### config.mk
export PLATFORM = sky130hd
export DESIGN_NAME = tss_core
export DESIGN_NICKNAME = d
export VERILOG_FILES = /design/src/tss_pkg.sv /design/src/tss_core.sv
export SDC_FILE = /design/constraint.sdc
export NUM_CORES = 1
export LEC_CHECK = 0
export BUFFER_PORTS_ARGS = -buffer_cell sky130_fd_sc_hd__buf_2
export CAP_MARGIN = 20
export CORE_MARGIN = 5
export CORE_UTILIZATION = 50
export DETAILED_ROUTE_END_ITERATION = 6
export GPL_TIMING_DRIVEN = 0
export PLACE_DENSITY = 0.63
export SLEW_MARGIN = 10
export SYNTH_ARGS = -nofsm -noshare
export SYNTH_HDL_FRONTEND = slang
export SYNTH_SLANG_ARGS = --single-unit
### constraint.sdc
create_clock -name clk -period 6.35 [get_ports clk]
set_input_delay 1.27 -clock clk [delete_from_list [all_inputs] [get_ports clk]]
set_output_delay 1.27 -clock clk [all_outputs]
set_load 0.02 [all_outputs]
### src/tss_pkg.sv
/*
 tss_pkg: command codes, reset values, field positions and timing
 constants of the serial temperature sensor register block.
 assumes a 250 MHz system clock.
*/
package tss_pkg;
   // command codes
   localparam logic [7:0] CMD_RD_TEMP = 8'hC1;
   localparam logic [7:0] CMD_RD_CFG  = 8'hC3;
   localparam logic [7:0] CMD_RD_HYST = 8'hC5;
   localparam logic [7:0] CMD_RD_CRIT = 8'hC7;
   localparam logic [7:0] CMD_RD_LOW  = 8'hC9;
   localparam logic [7:0] CMD_RD_HIGH = 8'hCB;
   localparam logic [7:0] CMD_WR_CFG  = 8'h83;
   localparam logic [7:0] CMD_WR_HYST = 8'h85;
   localparam logic [7:0] CMD_WR_CRIT = 8'h87;
   localparam logic [7:0] CMD_WR_LOW  = 8'h89;
   localparam logic [7:0] CMD_WR_HIGH = 8'h8B;
   // values after reset
   localparam logic [15:0] RST_CFG  = 16'h0000;
   localparam logic [15:0] RST_HYST = 16'h0100;
   localparam logic [15:0] RST_CRIT = 16'h2800;
   localparam logic [15:0] RST_LOW  = 16'h0500;
   localparam logic [15:0] RST_HIGH = 16'h2000;
   // field positions
   localparam int CFG_LSB   = 8;
   localparam int CFG_W     = 5;
   localparam int CFG_SHDN  = 0;
   localparam int CFG_INT   = 1;
   localparam int CFG_OTPOL = 2;
   localparam int CFG_ALPOL = 3;
   localparam int CFG_FQ    = 4;
   localparam int LIM_LSB   = 7;
   localparam int LIM_W     = 9;
   localparam int TEMP_W    = 13;
   // frame and queue counts
   localparam int CMD_BITS    = 8;
   localparam int XFER_BITS   = 24;
   localparam int QUEUE_DEPTH = 4;
   // conversion timebase: two conversions a second
   localparam int CONV_MS     = 500;
   localparam int CLK_KHZ     = 250000;
   localparam int CONV_CYCLES = CONV_MS * CLK_KHZ;
   localparam int CONV_W      = 27;
endpackage
### src/tss_core.sv
/*
 tss_core: serial command decoder, register file, conversion timer and
 alert / over-temperature logic of the temperature sensor.
 assumes the sensor front end presents a settled code on adc_code in the
 clk domain; serial pins are asynchronous and pass three flops here.
*/
// What this block does
// RULE1: command msb starts, next bit reads
// RULE2: C1h reads temperature, never written
// RULE3: C3h reads, 83h writes configuration
// RULE4: C5h reads, 85h writes hysteresis
// RULE5: C7h reads, 87h writes critical limit
// RULE6: C9h reads, 89h writes low limit
// RULE7: CBh reads, 8Bh writes high limit
// RULE8: conversions run free of the link
// RULE9: temperature read aborts, returns previous result
// RULE10: every link access restarts conversion
// RULE11: six 16-bit registers, temperature read-only
// RULE12: sign plus 12 bits, 1/16 degree
// RULE13: bits 2..0 critical, high, low flags
// RULE14: configuration keeps only bits 12..8
// RULE15: shutdown bit stops all but link
// RULE16: fault queue needs four faulty conversions
// RULE17: limits use top 9 bits only
// RULE18: which limits steer alert and over-temperature
// RULE19: hysteresis 2 C, critical 80 C at reset
// RULE20: low 10 C, high 64 C at reset
// RULE21: config bit 11 alert polarity
// RULE22: config bit 10 over-temperature polarity
// RULE23: config bit 9 interrupt alert mode
// RULE24: temperature read clears latched alert
// RULE25: exactly 24 clocks frame, msb first
// RULE26: flags track latest conversion against limits
`timescale 1ns/1ps
module tss_core #(
   parameter int CONV_CYCLES = tss_pkg::CONV_CYCLES
) (
   // clock and reset
   input  wire logic        clk,
   input  wire logic        sys_rst,
   // serial link
   input  wire logic        cs_n_pin,
   input  wire logic        sclk_pin,
   input  wire logic        serial_data_io_in,
   output logic             serial_data_io_out,
   output logic             serial_data_io_oe,
   // sensor front end
   input  wire logic [12:0] adc_code,
   // open-drain alert outputs
   input  wire logic        alert_in,
   output logic             alert_out,
   output logic             alert_oe,
   input  wire logic        overtemp_in,
   output logic             overtemp_out,
   output logic             overtemp_oe
);
   localparam logic [4:0] N_CMD  = 5'(tss_pkg::CMD_BITS);
   localparam logic [4:0] N_XFER = 5'(tss_pkg::XFER_BITS);
   localparam logic [2:0] N_Q    = 3'(tss_pkg::QUEUE_DEPTH);
   localparam int         CNT_W  = tss_pkg::CONV_W;
   localparam logic [tss_pkg::CONV_W-1:0] CONV_LAST =
      CNT_W'(CONV_CYCLES - 1);

   typedef struct packed {
      logic [2:0]                  cs_sy;
      logic [2:0]                  ck_sy;
      logic [2:0]                  di_sy;
      logic                        cs_f;
      logic                        ck_f;
      logic                        di_f;
      logic [4:0]                  bit_cnt;
      logic [7:0]                  cmd;
      logic [15:0]                 rx;
      logic [15:0]                 tx;
      logic                        rd_ok;
      logic                        drive;
      logic                        sio_o;
      logic [tss_pkg::CFG_W-1:0]   cfg;
      logic [tss_pkg::LIM_W-1:0]   hyst;
      logic [tss_pkg::LIM_W-1:0]   crit;
      logic [tss_pkg::LIM_W-1:0]   low;
      logic [tss_pkg::LIM_W-1:0]   high;
      logic [tss_pkg::TEMP_W-1:0]  temp;
      logic [2:0]                  flags;
      logic [tss_pkg::CONV_W-1:0]  conv_cnt;
      logic [4:0][2:0]             qc;
      logic                        al_st;
      logic                        ot_st;
      logic                        int_wait;
      logic                        int_side;
      logic                        al_oe;
      logic                        ot_oe;
   } tss_state_s;

   tss_state_s s_q;
   tss_state_s s_d;
   logic       cs_fall;
   logic       cs_rise;
   logic       ck_rise;
   logic       ck_fall;
   logic       commit;
   logic       done;

   // limit in sixteenths of a degree, a plus or minus b; 15 bits avoid overflow
   function automatic logic signed [14:0] lim_off(
      input logic [8:0] a,
      input logic [8:0] b,
      input logic       sub
   );
      logic signed [9:0] x;
      x = sub ? ($signed({a[8], a}) - $signed({b[8], b}))
              : ($signed({a[8], a}) + $signed({b[8], b}));
      return {x[9], x, 4'h0};
   endfunction

   always_comb begin
      logic signed [14:0] t;
      logic [4:0]         c;
      logic [4:0]         hit;
      logic [2:0]         qn;
      logic [7:0]         ncmd;
      logic               ot_clr;
      logic               fq;
      s_d     = s_q;
      t       = '0;
      c       = '0;
      hit     = '0;
      qn      = '0;
      ot_clr  = 1'b0;
      fq      = s_q.cfg[tss_pkg::CFG_FQ];
      ncmd    = {s_q.cmd[6:0], s_q.di_f};
      done    = 1'b0;
      // three-flop sync; a change counts when flops two and three agree
      s_d.cs_sy = {s_q.cs_sy[1:0], cs_n_pin};
      s_d.ck_sy = {s_q.ck_sy[1:0], sclk_pin};
      s_d.di_sy = {s_q.di_sy[1:0], serial_data_io_in};
      if (s_q.cs_sy[1] == s_q.cs_sy[2]) begin
         s_d.cs_f = s_q.cs_sy[2];
      end
      if (s_q.ck_sy[1] == s_q.ck_sy[2]) begin
         s_d.ck_f = s_q.ck_sy[2];
      end
      if (s_q.di_sy[1] == s_q.di_sy[2]) begin
         s_d.di_f = s_q.di_sy[2];
      end
      cs_fall = s_q.cs_f & ~s_d.cs_f;
      cs_rise = ~s_q.cs_f & s_d.cs_f;
      ck_rise = ~s_q.cs_f & ~s_q.ck_f & s_d.ck_f;
      ck_fall = ~s_q.cs_f & s_q.ck_f & ~s_d.ck_f;
      // only a frame of exactly 24 clocks takes effect
      commit  = cs_rise && s_q.bit_cnt == N_XFER; // see RULE25

      // data in on the rising edge, msb first
      if (ck_rise) begin
         if (s_q.bit_cnt <= N_XFER) begin
            s_d.bit_cnt = s_q.bit_cnt + 5'd1; // see RULE25
         end
         if (s_q.bit_cnt < N_CMD) begin
            s_d.cmd = ncmd;
         end else begin
            s_d.rx = {s_q.rx[14:0], s_q.di_f};
         end
         // decode once the command byte is whole; unknown codes stay silent
         if (s_q.bit_cnt == N_CMD - 5'd1) begin
            s_d.rd_ok = 1'b1; // see RULE1
            case (ncmd)
               tss_pkg::CMD_RD_TEMP: s_d.tx = {s_q.temp, s_q.flags}; // see RULE2 RULE9
               tss_pkg::CMD_RD_CFG:  s_d.tx = {3'h0, s_q.cfg, 8'h00}; // see RULE3 RULE14
               tss_pkg::CMD_RD_HYST: s_d.tx = {s_q.hyst, 7'h00}; // see RULE4
               tss_pkg::CMD_RD_CRIT: s_d.tx = {s_q.crit, 7'h00}; // see RULE5
               tss_pkg::CMD_RD_LOW:  s_d.tx = {s_q.low, 7'h00}; // see RULE6
               tss_pkg::CMD_RD_HIGH: s_d.tx = {s_q.high, 7'h00}; // see RULE7
               default:              s_d.rd_ok = 1'b0;
            endcase
         end
      end
      // data out from the 8th falling edge until chip select rises
      if (ck_fall && s_q.rd_ok && s_q.bit_cnt >= N_CMD) begin
         if (!s_q.drive) begin
            s_d.drive = 1'b1;
            s_d.sio_o = s_q.tx[15];
         end else begin
            s_d.tx    = {s_q.tx[14:0], 1'b0};
            s_d.sio_o = s_q.tx[14];
         end
      end
      if (cs_fall) begin
         s_d.bit_cnt = '0;
         s_d.rd_ok   = 1'b0;
         s_d.drive   = 1'b0;
      end
      if (cs_rise) begin
         s_d.drive = 1'b0;
         s_d.rd_ok = 1'b0;
      end
      // writes land only on a complete frame; reserved bits are dropped
      if (commit) begin
         case (s_q.cmd)
            tss_pkg::CMD_WR_CFG:  s_d.cfg  = s_q.rx[12:8]; // see RULE3 RULE14
            tss_pkg::CMD_WR_HYST: s_d.hyst = s_q.rx[15:7]; // see RULE4 RULE17
            tss_pkg::CMD_WR_CRIT: s_d.crit = s_q.rx[15:7]; // see RULE5 RULE17
            tss_pkg::CMD_WR_LOW:  s_d.low  = s_q.rx[15:7]; // see RULE6 RULE17
            tss_pkg::CMD_WR_HIGH: s_d.high = s_q.rx[15:7]; // see RULE7 RULE17
            default:              s_d.cfg  = s_q.cfg; // see RULE11
         endcase
         // read clears a latched alert even while still out of limits
         if (s_q.cmd == tss_pkg::CMD_RD_TEMP && s_q.cfg[tss_pkg::CFG_INT]) begin
            s_d.al_st = 1'b0; // see RULE24
            if (s_q.al_st) begin
               s_d.int_wait = ~s_q.int_wait;
            end
         end
      end

      // conversion timer; any access restarts it, shutdown freezes it
      if (cs_fall) begin
         s_d.conv_cnt = '0; // see RULE10 RULE9
      end else if (!s_q.cfg[tss_pkg::CFG_SHDN]) begin // see RULE15
         if (s_q.conv_cnt == CONV_LAST) begin
            s_d.conv_cnt = '0; // see RULE8
            done         = 1'b1;
         end else begin
            s_d.conv_cnt = s_q.conv_cnt + 1'b1;
         end
      end

      // end of conversion: store result, compare, run the queue
      if (done) begin
         s_d.temp = adc_code; // see RULE12
         t = {{2{adc_code[12]}}, adc_code};
         c[0] = t > lim_off(s_q.crit, 9'h000, 1'b0); // see RULE18
         c[1] = t > lim_off(s_q.high, 9'h000, 1'b0);
         c[2] = t < lim_off(s_q.low, 9'h000, 1'b0);
         c[3] = t < lim_off(s_q.high, s_q.hyst, 1'b1);
         c[4] = t > lim_off(s_q.low, s_q.hyst, 1'b0);
         ot_clr = t < lim_off(s_q.crit, s_q.hyst, 1'b1);
         s_d.flags = {c[0], c[1], c[2]}; // see RULE13 RULE26
         for (int i = 0; i < 5; i++) begin
            qn = c[i] ? ((s_q.qc[i] == N_Q) ? N_Q : s_q.qc[i] + 3'd1) : 3'd0;
            s_d.qc[i] = qn;
            hit[i] = c[i] && (!fq || qn == N_Q); // see RULE16
         end
         // over-temperature is always a comparator
         if (hit[0]) begin
            s_d.ot_st = 1'b1;
         end else if (ot_clr) begin
            s_d.ot_st = 1'b0;
         end
         if (!s_q.cfg[tss_pkg::CFG_INT]) begin // see RULE23
            if (hit[1] || hit[2]) begin
               s_d.al_st = 1'b1;
            end else if (c[3] && c[4]) begin
               s_d.al_st = 1'b0;
            end
         end else if (!s_d.al_st) begin
            // set after a same-cycle read clear wins
            if (!s_d.int_wait && (hit[1] || hit[2])) begin
               s_d.al_st    = 1'b1;
               s_d.int_side = hit[1];
            end else if (s_d.int_wait && (s_q.int_side ? hit[3] : hit[4])) begin
               s_d.al_st = 1'b1;
            end
         end
      end

      // open drain: pull low when the pin level should be low
      s_d.al_oe = s_d.al_st ^ s_d.cfg[tss_pkg::CFG_ALPOL]; // see RULE21
      s_d.ot_oe = s_d.ot_st ^ s_d.cfg[tss_pkg::CFG_OTPOL]; // see RULE22
   end

   always_ff @(posedge clk or posedge sys_rst) begin
      if (sys_rst) begin
         s_q       <= '0;
         s_q.cs_sy <= 3'h7;
         s_q.cs_f  <= 1'b1;
         s_q.cfg   <= tss_pkg::RST_CFG[12:8];
         s_q.hyst  <= tss_pkg::RST_HYST[15:7]; // see RULE19
         s_q.crit  <= tss_pkg::RST_CRIT[15:7]; // see RULE19
         s_q.low   <= tss_pkg::RST_LOW[15:7]; // see RULE20
         s_q.high  <= tss_pkg::RST_HIGH[15:7]; // see RULE20
      end else begin
         s_q <= s_d;
      end
   end

   assign serial_data_io_out = s_q.sio_o;
   assign serial_data_io_oe  = s_q.drive;
   assign alert_out          = 1'b0;
   assign alert_oe           = s_q.al_oe;
   assign overtemp_out       = 1'b0;
   assign overtemp_oe        = s_q.ot_oe;

   cmd_start_a: assert property (@(posedge clk) disable iff (sys_rst) // see RULE1
      $rose(s_q.rd_ok) |-> s_q.cmd[7:6] == 2'b11)
      else $error("read accepted without start and read bits");

   temp_word_a: assert property (@(posedge clk) disable iff (sys_rst) // see RULE2
      $rose(s_q.rd_ok) && s_q.cmd == tss_pkg::CMD_RD_TEMP |-> s_q.tx == {$past(s_q.temp), $past(s_q.flags)})
      else $error("temperature read loaded wrong word");

   limit_low_a: assert property (@(posedge clk) disable iff (sys_rst) // see RULE17
      $rose(s_q.rd_ok) && s_q.cmd[7:6] == 2'b11 && s_q.cmd != tss_pkg::CMD_RD_TEMP |-> s_q.tx[6:0] == 7'h00)
      else $error("limit or config read shows low bits");

   shut_hold_a: assert property (@(posedge clk) disable iff (sys_rst) // see RULE15
      s_q.cfg[tss_pkg::CFG_SHDN] && !cs_fall |=> $stable(s_q.conv_cnt))
      else $error("conversion ran in shutdown");

   conv_restart_a: assert property (@(posedge clk) disable iff (sys_rst) // see RULE10
      $fell(s_q.cs_f) |-> s_q.conv_cnt == '0)
      else $error("access did not restart conversion");

   queue_depth_a: assert property (@(posedge clk) disable iff (sys_rst) // see RULE16
      $rose(s_q.ot_st) && s_q.cfg[tss_pkg::CFG_FQ] |-> s_q.qc[0] == N_Q)
      else $error("over-temperature set before four faults");

   ot_pin_a: assert property (@(posedge clk) disable iff (sys_rst) // see RULE22 RULE18
      $changed(s_q.ot_oe) |-> $past(done) || $past(commit))
      else $error("over-temperature pin moved outside conversion or write");

   int_clear_a: assert property (@(posedge clk) disable iff (sys_rst) // see RULE24
      commit && !done && s_q.cmd == tss_pkg::CMD_RD_TEMP && s_q.cfg[tss_pkg::CFG_INT] |=> !s_q.al_st)
      else $error("temperature read left alert latched");

   drive_win_a: assert property (@(posedge clk) disable iff (sys_rst) // see RULE25
      s_q.drive |-> !s_q.cs_f && s_q.bit_cnt >= N_CMD && s_q.rd_ok)
      else $error("data driven outside read window");

   cfg_read_a: assert property (@(posedge clk) disable iff (sys_rst) // see RULE14
      $rose(s_q.rd_ok) && s_q.cmd == tss_pkg::CMD_RD_CFG |-> s_q.tx[15:13] == 3'h0 && s_q.tx[12:8] == $past(s_q.cfg))
      else $error("configuration read shows wrong bits");

   temp_write_a: assert property (@(posedge clk) disable iff (sys_rst) // see RULE11
      $changed(s_q.temp) |-> $past(done))
      else $error("temperature word changed outside conversion");

   sio_release_a: assert property (@(posedge clk) disable iff (sys_rst) // see RULE25
      $rose(s_q.cs_f) |-> !s_q.drive)
      else $error("data still driven after frame end");

   al_pin_a: assert property (@(posedge clk) disable iff (sys_rst) // see RULE21 RULE23
      $changed(s_q.al_oe) |-> $past(done) || $past(commit))
      else $error("alert pin moved outside conversion or frame");
endmodule

==> results of run 1 <==
## through the flow
| step | total power [uW] | setup WS, ps |
|---|---|---|
| floorplan | 1320 | 635 |
| global placement | 1390 | -1360 |
| detailed placement | 1400 | 1900 |
| CTS | 2490 | 1850 |
| global route | 2570 | 1520 |
| finish | 2470 | 1820 |
## flip-flops by register name, indices dropped and copies added, names as in the netlist
register            flops
alert_oe                1
overtemp_oe             1
s_d                     6
s_q                   155
serial_data_io_oe       1
serial_data_io_out      1
## final timing paths
| path | endpoint | slack, ps |
|---|---|---|
| worst max register to register | alert_oe$_DFF_PP0_ | 1820 |
| min in group asynchronous | s_q[149]$_DFFE_PP0P_ | 930 |
| worst min register to register | s_d[158]$_DFF_PP0_ | 350 |
| worst min-delay path | s_d[158]$_DFF_PP0_ | 350 |
| max in group asynchronous | s_q[70]$_DFFE_PP1P_ | 4590 |
| worst max-delay path | alert_oe$_DFF_PP0_ | 1820 |
## placed cells by master (no fill, tap or decap), drive strengths merged, types with 3 or more instances in the layout
master and instances:
a2111oi 3, a211oi 5, a21o 7, a21oi 63
a22oi 12, a31oi 4, and2 4, and4 3
buf 33, clkbuf 36, dfrtp 155, dfstp 10
fa 3, ha 96, inv 84, mux2 48
mux2i 16, nand2 116, nand2b 12, nand3 24
nand4 23, nor2 75, nor2b 9, nor3 12
nor4 7, o211ai 13, o21a 7, o21ai 92
o21bai 4, or2 3, or3 7, or4 4
xnor2 17, xor2 30
## final cells by class
cell class / instances / share of cell area (%)
buffer: 27 / 1.13
clock buffer: 20 / 4.20
clock inverter: 12 / 1.46
inverter: 77 / 2.73
multi-input combinational: 750 / 48.1
sequential: 165 / 38.1
tap: 265 / 3.05
timing repair buffer: 22 / 1.22
## routing by layer
metal,vias up,track usage (%)
met5,-,0
met2,147,34.9
met3,37,4.82
met1,3596,29.1
li1,3665,-
met4,0,7.32
## worst reg2reg max path, stage by stage, from the launching register on
cell and delay [ps]:
sky130_fd_sc_hd__dfstp_2 560, sky130_fd_sc_hd__inv_1 160, sky130_fd_sc_hd__ha_1 310, sky130_fd_sc_hd__nor2b_1 120
sky130_fd_sc_hd__o21ai_0 240, sky130_fd_sc_hd__a21oi_1 120, sky130_fd_sc_hd__o21ai_0 260, sky130_fd_sc_hd__a21oi_1 130
sky130_fd_sc_hd__o21a_1 190, sky130_fd_sc_hd__o21ai_0 190, sky130_fd_sc_hd__a31oi_1 110, sky130_fd_sc_hd__ha_1 310
sky130_fd_sc_hd__nand4_1 150, sky130_fd_sc_hd__o2111ai_1 130, sky130_fd_sc_hd__o22ai_1 580, sky130_fd_sc_hd__nand2_1 190
sky130_fd_sc_hd__o31a_1 270, sky130_fd_sc_hd__a31o_2 240, sky130_fd_sc_hd__xor2_1 160
## power by group
group / switching [uW] / leakage [uW] / internal (uW) / total (uW)
clock network: 465 / 0.000301 / 617 / 1080
logic: 166 / 0.00249 / 95.6 / 261
registers: 39.2 / 0.00209 / 1090 / 1120
total: 670 / 0.00488 / 1800 / 2470
## cells by family (layout without fill, tap and decap cells)
family                     after synthesis  in the layout  share of synthesized area [%]
xor gates and xnor gates                47             47                           4.21
buffers and inverters                  104            158                           4.21
and+or+nand+nor                        313            313                           15.6
DFF                                    165            165                           42.3
other                                    1              2                         0.0383
muxes                                   64             64                           7.16
adders and majority gates              100            100                           13.0
AOI/OAI and AO/OA                      224            224                           13.5
## Yosys cell counts, types with 3 or more instances
cell type,instances,area [sq um]
sky130_fd_sc_hd__nor3_1,11,55.1
sky130_fd_sc_hd__and4_1,3,26.3
sky130_fd_sc_hd__o211ai_1,13,97.6
sky130_fd_sc_hd__buf_2,5,25.0
sky130_fd_sc_hd__buf_1,3,11.3
sky130_fd_sc_hd__a211oi_1,4,30.0
sky130_fd_sc_hd__dfrtp_1,155,3880
sky130_fd_sc_hd__nand4_1,23,144
sky130_fd_sc_hd__nor4_1,7,43.8
sky130_fd_sc_hd__mux2_2,48,541
sky130_fd_sc_hd__a21o_1,7,52.6
sky130_fd_sc_hd__a31oi_1,4,25.0
sky130_fd_sc_hd__nor2_1,74,278
sky130_fd_sc_hd__nand3_1,24,120
sky130_fd_sc_hd__o21bai_1,3,22.5
sky130_fd_sc_hd__o21a_1,7,52.6
sky130_fd_sc_hd__xor2_1,30,263
sky130_fd_sc_hd__dfstp_2,10,263
sky130_fd_sc_hd__ha_1,96,1200
sky130_fd_sc_hd__a22oi_1,12,90.1
sky130_fd_sc_hd__nand2_1,116,435
sky130_fd_sc_hd__and2_1,4,25.0
sky130_fd_sc_hd__nor2b_1,9,56.3
sky130_fd_sc_hd__mux2i_1,16,160
sky130_fd_sc_hd__xnor2_1,17,149
sky130_fd_sc_hd__fa_1,3,60.1
sky130_fd_sc_hd__a2111oi_0,3,26.3
sky130_fd_sc_hd__nand2b_1,11,68.8
sky130_fd_sc_hd__or3_1,6,37.5
sky130_fd_sc_hd__inv_1,77,289
sky130_fd_sc_hd__o21ai_0,91,455
sky130_fd_sc_hd__a21oi_1,63,315
sky130_fd_sc_hd__clkbuf_1,16,60.1
==> flow_results.xml, run 1 <==
<?xml version="1.0" encoding="UTF-8"?>
<metrics>
  <group name="status">
    <metric name="outcome" unit="">completed</metric>
  </group>
  <group name="final_layout">
    <metric name="post_layout_nonfiller_instances" unit="">1338</metric>
    <metric name="flow.area_growth_from_synthesis" unit="%">11.2</metric>
    <metric name="num-fill-cells" unit="">1744</metric>
    <metric name="diodes" unit="">0</metric>
    <metric name="layout-drive-gt1-share" unit="%">12.8</metric>
    <metric name="area_used_by_multi_input_combinational_logic" unit="sq um">5230</metric>
    <metric name="postLayoutCellArea" unit="sq um">10900</metric>
    <metric name="finish.net_count" unit="">1179</metric>
    <metric name="layout.area.seq" unit="sq um">4140</metric>
    <metric name="core_utilization_of_the_finished_layout" unit="%">56.2</metric>
  </group>
  <group name="timing">
    <metric name="slew_hr" unit="%">47.4</metric>
    <metric name="finalSetupViolations" unit="">0</metric>
    <metric name="sum_of_negative_setup_slack" unit="ps">0</metric>
    <metric name="skew" unit="ps">11.4</metric>
    <metric name="hold_viol" unit="">0</metric>
    <metric name="grt_setup_unrepaired" unit="">no</metric>
    <metric name="min_period" unit="ps">4530</metric>
    <metric name="achievable-frequency" unit="MHz">221</metric>
    <metric name="final_max_slew_viol_count" unit="">0</metric>
    <metric name="finalCritPeriodShare" unit="%">71.4</metric>
    <metric name="least_margin_pin_slew" unit="ps">780</metric>
    <metric name="final.hold.worst_slack" unit="ps">349</metric>
  </group>
  <group name="floorplanning">
    <metric name="core" unit="sq um">19300</metric>
    <metric name="std_cell_rows" unit="">51</metric>
    <metric name="die_height" unit="microns">150</metric>
    <metric name="die_x" unit="microns">150</metric>
    <metric name="die_area" unit="sq um">22500</metric>
    <metric name="boundaryPins" unit="">26</metric>
    <metric name="initial_utilization" unit="%">50.6</metric>
  </group>
  <group name="worst_hold_path">
    <metric name="min-delay-path-class" unit="">reg2reg</metric>
    <metric name="cell_depth_of_the_worst_min_delay_path" unit="">0</metric>
    <metric name="timing.hold.worst.start" unit="">s_d[157]$_DFF_PP0_</metric>
  </group>
  <group name="worst_setup_path">
    <metric name="crit_path_max_fanout" unit="">5</metric>
    <metric name="reg2reg_depth" unit="">18</metric>
    <metric name="worstPathBufferInverterCount" unit="">1</metric>
    <metric name="crit_path_start_kind" unit="">flop</metric>
    <metric name="crit_cells" unit="">18</metric>
    <metric name="largest_delay_share_family_worst_path" unit="">compound AO/OA/AOI/OAI gates</metric>
    <metric name="slowest_stage" unit="">sky130_fd_sc_hd__o22ai_1</metric>
    <metric name="crit_path_start" unit="">s_q[92]$_DFFE_PP1P_</metric>
    <metric name="worstPathArrival" unit="ps">4870</metric>
    <metric name="critical_path_rt" unit="ps">6680</metric>
    <metric name="critical_path.reg2reg.startpoint" unit="">s_q[92]$_DFFE_PP1P_</metric>
    <metric name="crit_type" unit="">reg2reg</metric>
    <metric name="timing.critical_path.cells" unit="">inv_1, ha_1, nor2b_1, o21ai_0, a21oi_1, o21ai_0, a21oi_1, o21a_1, o21ai_0, a31oi_1, ha_1, nand4_1, o2111ai_1, o22ai_1, nand2_1, o31a_1, a31o_2, xor2_1</metric>
    <metric name="critical_path.max_stage_delay" unit="ps">580</metric>
    <metric name="critical-path-top-cell-by-count" unit="">sky130_fd_sc_hd__o21ai_0</metric>
    <metric name="crit_path_end_kind" unit="">flop</metric>
  </group>
  <group name="clock_network">
    <metric name="cts_setup_buffers" unit="">0</metric>
    <metric name="clock_sink_count" unit="">165</metric>
    <metric name="clock_tree.buffer_depth" unit="">2</metric>
    <metric name="ctsHtreeMaxLevel" unit="">4</metric>
    <metric name="holdBufCountCts" unit="">0</metric>
    <metric name="clock_tree.root_cell" unit="">sky130_fd_sc_hd__clkbuf_16</metric>
    <metric name="cts_made_buffers" unit="">17</metric>
    <metric name="cts.clk_slew.worst_paths" unit="ps">70</metric>
    <metric name="clock_latency" unit="ps">440</metric>
    <metric name="cts_repair_resized_insts" unit="">0</metric>
    <metric name="tritoncts_clock_tree" unit="">done</metric>
  </group>
  <group name="route">
    <metric name="drtAntennaViolNets" unit="">0</metric>
    <metric name="firstDrtPassIters" unit="">5</metric>
    <metric name="dr_total_vias" unit="">7445</metric>
    <metric name="final_routed_drc_violation_total" unit="">0</metric>
    <metric name="met3_length" unit="microns">1030</metric>
    <metric name="number_of_violations_reported_at_the_end_of_detailed_routing_iteration_0" unit="">441</metric>
    <metric name="met2_length" unit="microns">11000</metric>
    <metric name="m1WireLength" unit="microns">10500</metric>
    <metric name="drt-vias-per-instance" unit="">5.56</metric>
    <metric name="routed.top_layer" unit="">met4</metric>
    <metric name="detail_route.wirelength" unit="microns">23100</metric>
    <metric name="routed_wl_per_cell" unit="microns">17.2</metric>
  </group>
  <group name="global_route">
    <metric name="grt_max_degree" unit="">94</metric>
    <metric name="grt_antenna_before_repair" unit="">0</metric>
    <metric name="globalRouteTotalUtil" unit="%">21.7</metric>
    <metric name="overflow" unit="">0</metric>
    <metric name="grt_pass1_vias" unit="">7349</metric>
    <metric name="grt_first_pass_wirelength" unit="microns">38300</metric>
  </group>
  <group name="flow_run">
    <metric name="drv.max_cap_violation_count" unit="">0</metric>
  </group>
  <group name="power">
    <metric name="vdd.ir_drop.worst" unit="mV">0.201</metric>
    <metric name="p_leak" unit="uW">0.00488</metric>
    <metric name="p_per_area" unit="nW/um^2">227</metric>
  </group>
  <group name="yosys">
    <metric name="netlist_area" unit="sq um">9780</metric>
    <metric name="synth_edf_count" unit="">0</metric>
    <metric name="postSynthAreaPerCell" unit="sq um">9.61</metric>
    <metric name="yosysSeqAreaShare" unit="%">42.3</metric>
    <metric name="synth_cell_type_count" unit="">68</metric>
    <metric name="ys_dominant_reg_cell" unit="">sky130_fd_sc_hd__dfrtp_1</metric>
    <metric name="yosysWarnings" unit="">0</metric>
    <metric name="share_of_flip_flops_with_an_asynchronous_set_or_reset" unit="%">100</metric>
    <metric name="postSynthRegisterBits" unit="">165</metric>
    <metric name="post_synth_inst_count" unit="">1018</metric>
  </group>
  <group name="placement">
    <metric name="port_buffers" unit="">21</metric>
    <metric name="place.detailed.hpwl" unit="microns">17400</metric>
    <metric name="globalplace.congestion" unit="">0.846</metric>
    <metric name="placedCellCount" unit="">1306</metric>
    <metric name="placed_area" unit="sq um">10300</metric>
  </group>
</metrics>
(Power assumes the default switching activity.)
==> run 2: changes to the inputs <==
==> constraint.sdc (replaced) <==
create_clock -name clk -period 4.7 [get_ports clk]
set_input_delay 0.94 -clock clk [delete_from_list [all_inputs] [get_ports clk]]
set_output_delay 0.94 -clock clk [all_outputs]
set_load 0.02 [all_outputs]
==> flow_results.xml, run 2 (synthesized netlist as in run 1, its figures left out) <==
<?xml version="1.0" encoding="UTF-8"?>
<metrics>
  <group name="route">
    <metric name="number_of_violations_reported_at_the_end_of_detailed_routing_iteration_0" unit="">572</metric>
    <metric name="final_routed_drc_violation_total" unit="">0</metric>
    <metric name="detail_route.wirelength" unit="microns">23200</metric>
    <metric name="drt-vias-per-instance" unit="">5.49</metric>
    <metric name="drtAntennaViolNets" unit="">0</metric>
    <metric name="firstDrtPassIters" unit="">5</metric>
    <metric name="dr_total_vias" unit="">7362</metric>
    <metric name="routed_wl_per_cell" unit="microns">17.3</metric>
  </group>
  <group name="worst_setup_path">
    <metric name="crit_path_start" unit="">s_q[92]$_DFFE_PP1P_</metric>
    <metric name="critical_path.reg2reg.startpoint" unit="">s_q[92]$_DFFE_PP1P_</metric>
    <metric name="slowest_stage" unit="">sky130_fd_sc_hd__o21ai_0</metric>
    <metric name="critical-path-top-cell-by-count" unit="">sky130_fd_sc_hd__a21o_1</metric>
    <metric name="crit_type" unit="">reg2reg</metric>
    <metric name="crit_path_max_fanout" unit="">5</metric>
    <metric name="timing.critical_path.cells" unit="">inv_1, fa_1, inv_1, a21oi_1, o21ai_0, a21o_1, a21o_1, a21o_1, a21oi_1, xor2_1, ha_1, nand4_1, o21ai_0, nand2_1, o31a_1, a31o_2, xor2_1</metric>
    <metric name="crit_path_start_kind" unit="">flop</metric>
    <metric name="crit_path_end_kind" unit="">flop</metric>
    <metric name="worstPathArrival" unit="ps">4600</metric>
    <metric name="critical_path.max_stage_delay" unit="ps">640</metric>
    <metric name="critical_path_rt" unit="ps">5020</metric>
  </group>
  <group name="worst_hold_path">
    <metric name="min-delay-path-class" unit="">reg2reg</metric>
    <metric name="timing.hold.worst.start" unit="">s_d[157]$_DFF_PP0_</metric>
  </group>
  <group name="timing">
    <metric name="hold_viol" unit="">0</metric>
    <metric name="min_period" unit="ps">4280</metric>
    <metric name="finalSetupViolations" unit="">0</metric>
    <metric name="skew" unit="ps">13.4</metric>
    <metric name="grt_setup_unrepaired" unit="">no</metric>
    <metric name="sum_of_negative_setup_slack" unit="ps">0</metric>
    <metric name="final_max_slew_viol_count" unit="">0</metric>
    <metric name="achievable-frequency" unit="MHz">233</metric>
    <metric name="slew_hr" unit="%">48.7</metric>
    <metric name="final.hold.worst_slack" unit="ps">350</metric>
    <metric name="finalCritPeriodShare" unit="%">91.2</metric>
    <metric name="least_margin_pin_slew" unit="ps">762</metric>
  </group>
  <group name="clock_network">
    <metric name="clock_tree.buffer_depth" unit="">2</metric>
    <metric name="cts.clk_slew.worst_paths" unit="ps">70</metric>
    <metric name="clock_latency" unit="ps">430</metric>
    <metric name="clock_tree.root_cell" unit="">sky130_fd_sc_hd__clkbuf_16</metric>
    <metric name="cts_made_buffers" unit="">17</metric>
    <metric name="clock_sink_count" unit="">165</metric>
    <metric name="tritoncts_clock_tree" unit="">done</metric>
    <metric name="ctsHtreeMaxLevel" unit="">4</metric>
  </group>
  <group name="floorplanning">
    <metric name="core" unit="sq um">19300</metric>
    <metric name="die_x" unit="microns">150</metric>
    <metric name="die_height" unit="microns">150</metric>
    <metric name="boundaryPins" unit="">26</metric>
    <metric name="die_area" unit="sq um">22500</metric>
    <metric name="std_cell_rows" unit="">51</metric>
    <metric name="initial_utilization" unit="%">50.6</metric>
  </group>
  <group name="status">
    <metric name="outcome" unit="">completed</metric>
  </group>
  <group name="final_layout">
    <metric name="flow.area_growth_from_synthesis" unit="%">11.7</metric>
    <metric name="most_common_cell_after_layout_fill_and_taps_aside" unit="">sky130_fd_sc_hd__dfrtp_1</metric>
    <metric name="diodes" unit="">0</metric>
    <metric name="largest_register_ff_count" unit="">155</metric>
    <metric name="layout-drive-gt1-share" unit="%">13.1</metric>
    <metric name="finish.net_count" unit="">1182</metric>
    <metric name="highest_count_cells_in_the_layout_ignoring_fill_and_taps" unit="">155 x sky130_fd_sc_hd__dfrtp_1, 116 x sky130_fd_sc_hd__nand2_1, 96 x sky130_fd_sc_hd__ha_1</metric>
    <metric name="most_flops_register" unit="">s_q</metric>
  </group>
  <group name="global_route">
    <metric name="grt_antenna_before_repair" unit="">0</metric>
    <metric name="grt_first_pass_wirelength" unit="microns">38300</metric>
    <metric name="overflow" unit="">0</metric>
    <metric name="grt_max_degree" unit="">38</metric>
    <metric name="grt_pass1_vias" unit="">7312</metric>
    <metric name="globalRouteTotalUtil" unit="%">21.8</metric>
  </group>
  <group name="power">
    <metric name="p_per_area" unit="nW/um^2">304</metric>
    <metric name="p_leak" unit="uW">0.00490</metric>
    <metric name="vdd.ir_drop.worst" unit="mV">0.246</metric>
  </group>
  <group name="placement">
    <metric name="port_buffers" unit="">21</metric>
    <metric name="globalplace.congestion" unit="">0.856</metric>
    <metric name="place.detailed.hpwl" unit="microns">17500</metric>
  </group>
  <group name="flow_run">
    <metric name="drv.max_cap_violation_count" unit="">0</metric>
  </group>
</metrics>
## run 2: changes by cell type in the layout (fill, tap and decap cells not counted)
cell,change
sky130_fd_sc_hd__buf_12,+4
sky130_fd_sc_hd__buf_16,-1
sky130_fd_sc_hd__clkbuf_8,-1
sky130_fd_sc_hd__clkinv_2,+1
sky130_fd_sc_hd__clkinv_4,+1
sky130_fd_sc_hd__clkinv_8,+1
sky130_fd_sc_hd__clkinvlp_4,+1
sky130_fd_sc_hd__inv_8,-3
sky130_fd_sc_hd__o22ai_1,-1
sky130_fd_sc_hd__o22ai_2,+1
## run 2: stage by stage
step           instances  instance area, sq um  power (uW)  worst slack, ps  util [%]
6_report            1341                 10900        3330              416      56.5
5_1_grt             1341                 10900        3470             20.0      56.5
4_1_cts             1341                 10900        3350              205      56.5
3_5_place_dp        1309                 10300        1900              255      53.3
3_3_place_gp        1305                 10200        1880              259      52.9
2_1_floorplan       1019                  9790        1780             1100         -
## run 2: what timing repair did
action,in CTS,in global routing
gates resized for setup,0,1
hold buffers,0,0
setup buffers,0,0
endpoints found under the setup margin,0,1
## run 2: final cells by class
class | count | area [sq um]
Fill cell | 1753 | 8410
Multi-Input combinational cell | 750 | 5240
Sequential cell | 165 | 4140
Clock buffer | 19 | 443
Tap cell | 265 | 332
Inverter | 77 | 293
Timing Repair Buffer | 25 | 185
Clock inverter | 13 | 166
Buffer | 27 | 123
## run 2: layer usage
layer | GRT usage (%) | vias to the layer above | wire (microns)
met5 | 0 | - | 0
met4 | 6.82 | 0 | 392
met3 | 3.57 | 26 | 790
met2 | 35.1 | 149 | 11000
met1 | 30.1 | 3511 | 11000
li1 | - | 3676 | -
## run 2: path summary, 6_finish.rpt
check	cells past startpoint	endpoint	slack, ps
worst max-delay path	17	alert_oe$_DFF_PP0_	420
worst min-delay path	0	s_d[158]$_DFF_PP0_	350
worst max register to register	17	alert_oe$_DFF_PP0_	420
worst min register to register	0	s_d[158]$_DFF_PP0_	350
max in group asynchronous	4	s_q[158]$_DFF_PP0_	3220
min in group asynchronous	2	s_q[115]$_DFF_PP0_	610
## run 2: critical path: cells and delay by family, from the launching register on
kind,cells,cell delay [ps]
AOI/OAI and AO/OA,9,2030
adders and majority gates,2,770
DFF,1,560
xor gates and xnor gates,2,310
and+or+nand+nor,2,270
buffers and inverters,2,230
## run 2: power by group
part	internal, uW	switching (uW)	total, uW
Sequential	1470	51.5	1520
Clock	818	633	1450
Combinational	134	223	357
Total	2420	908	3330
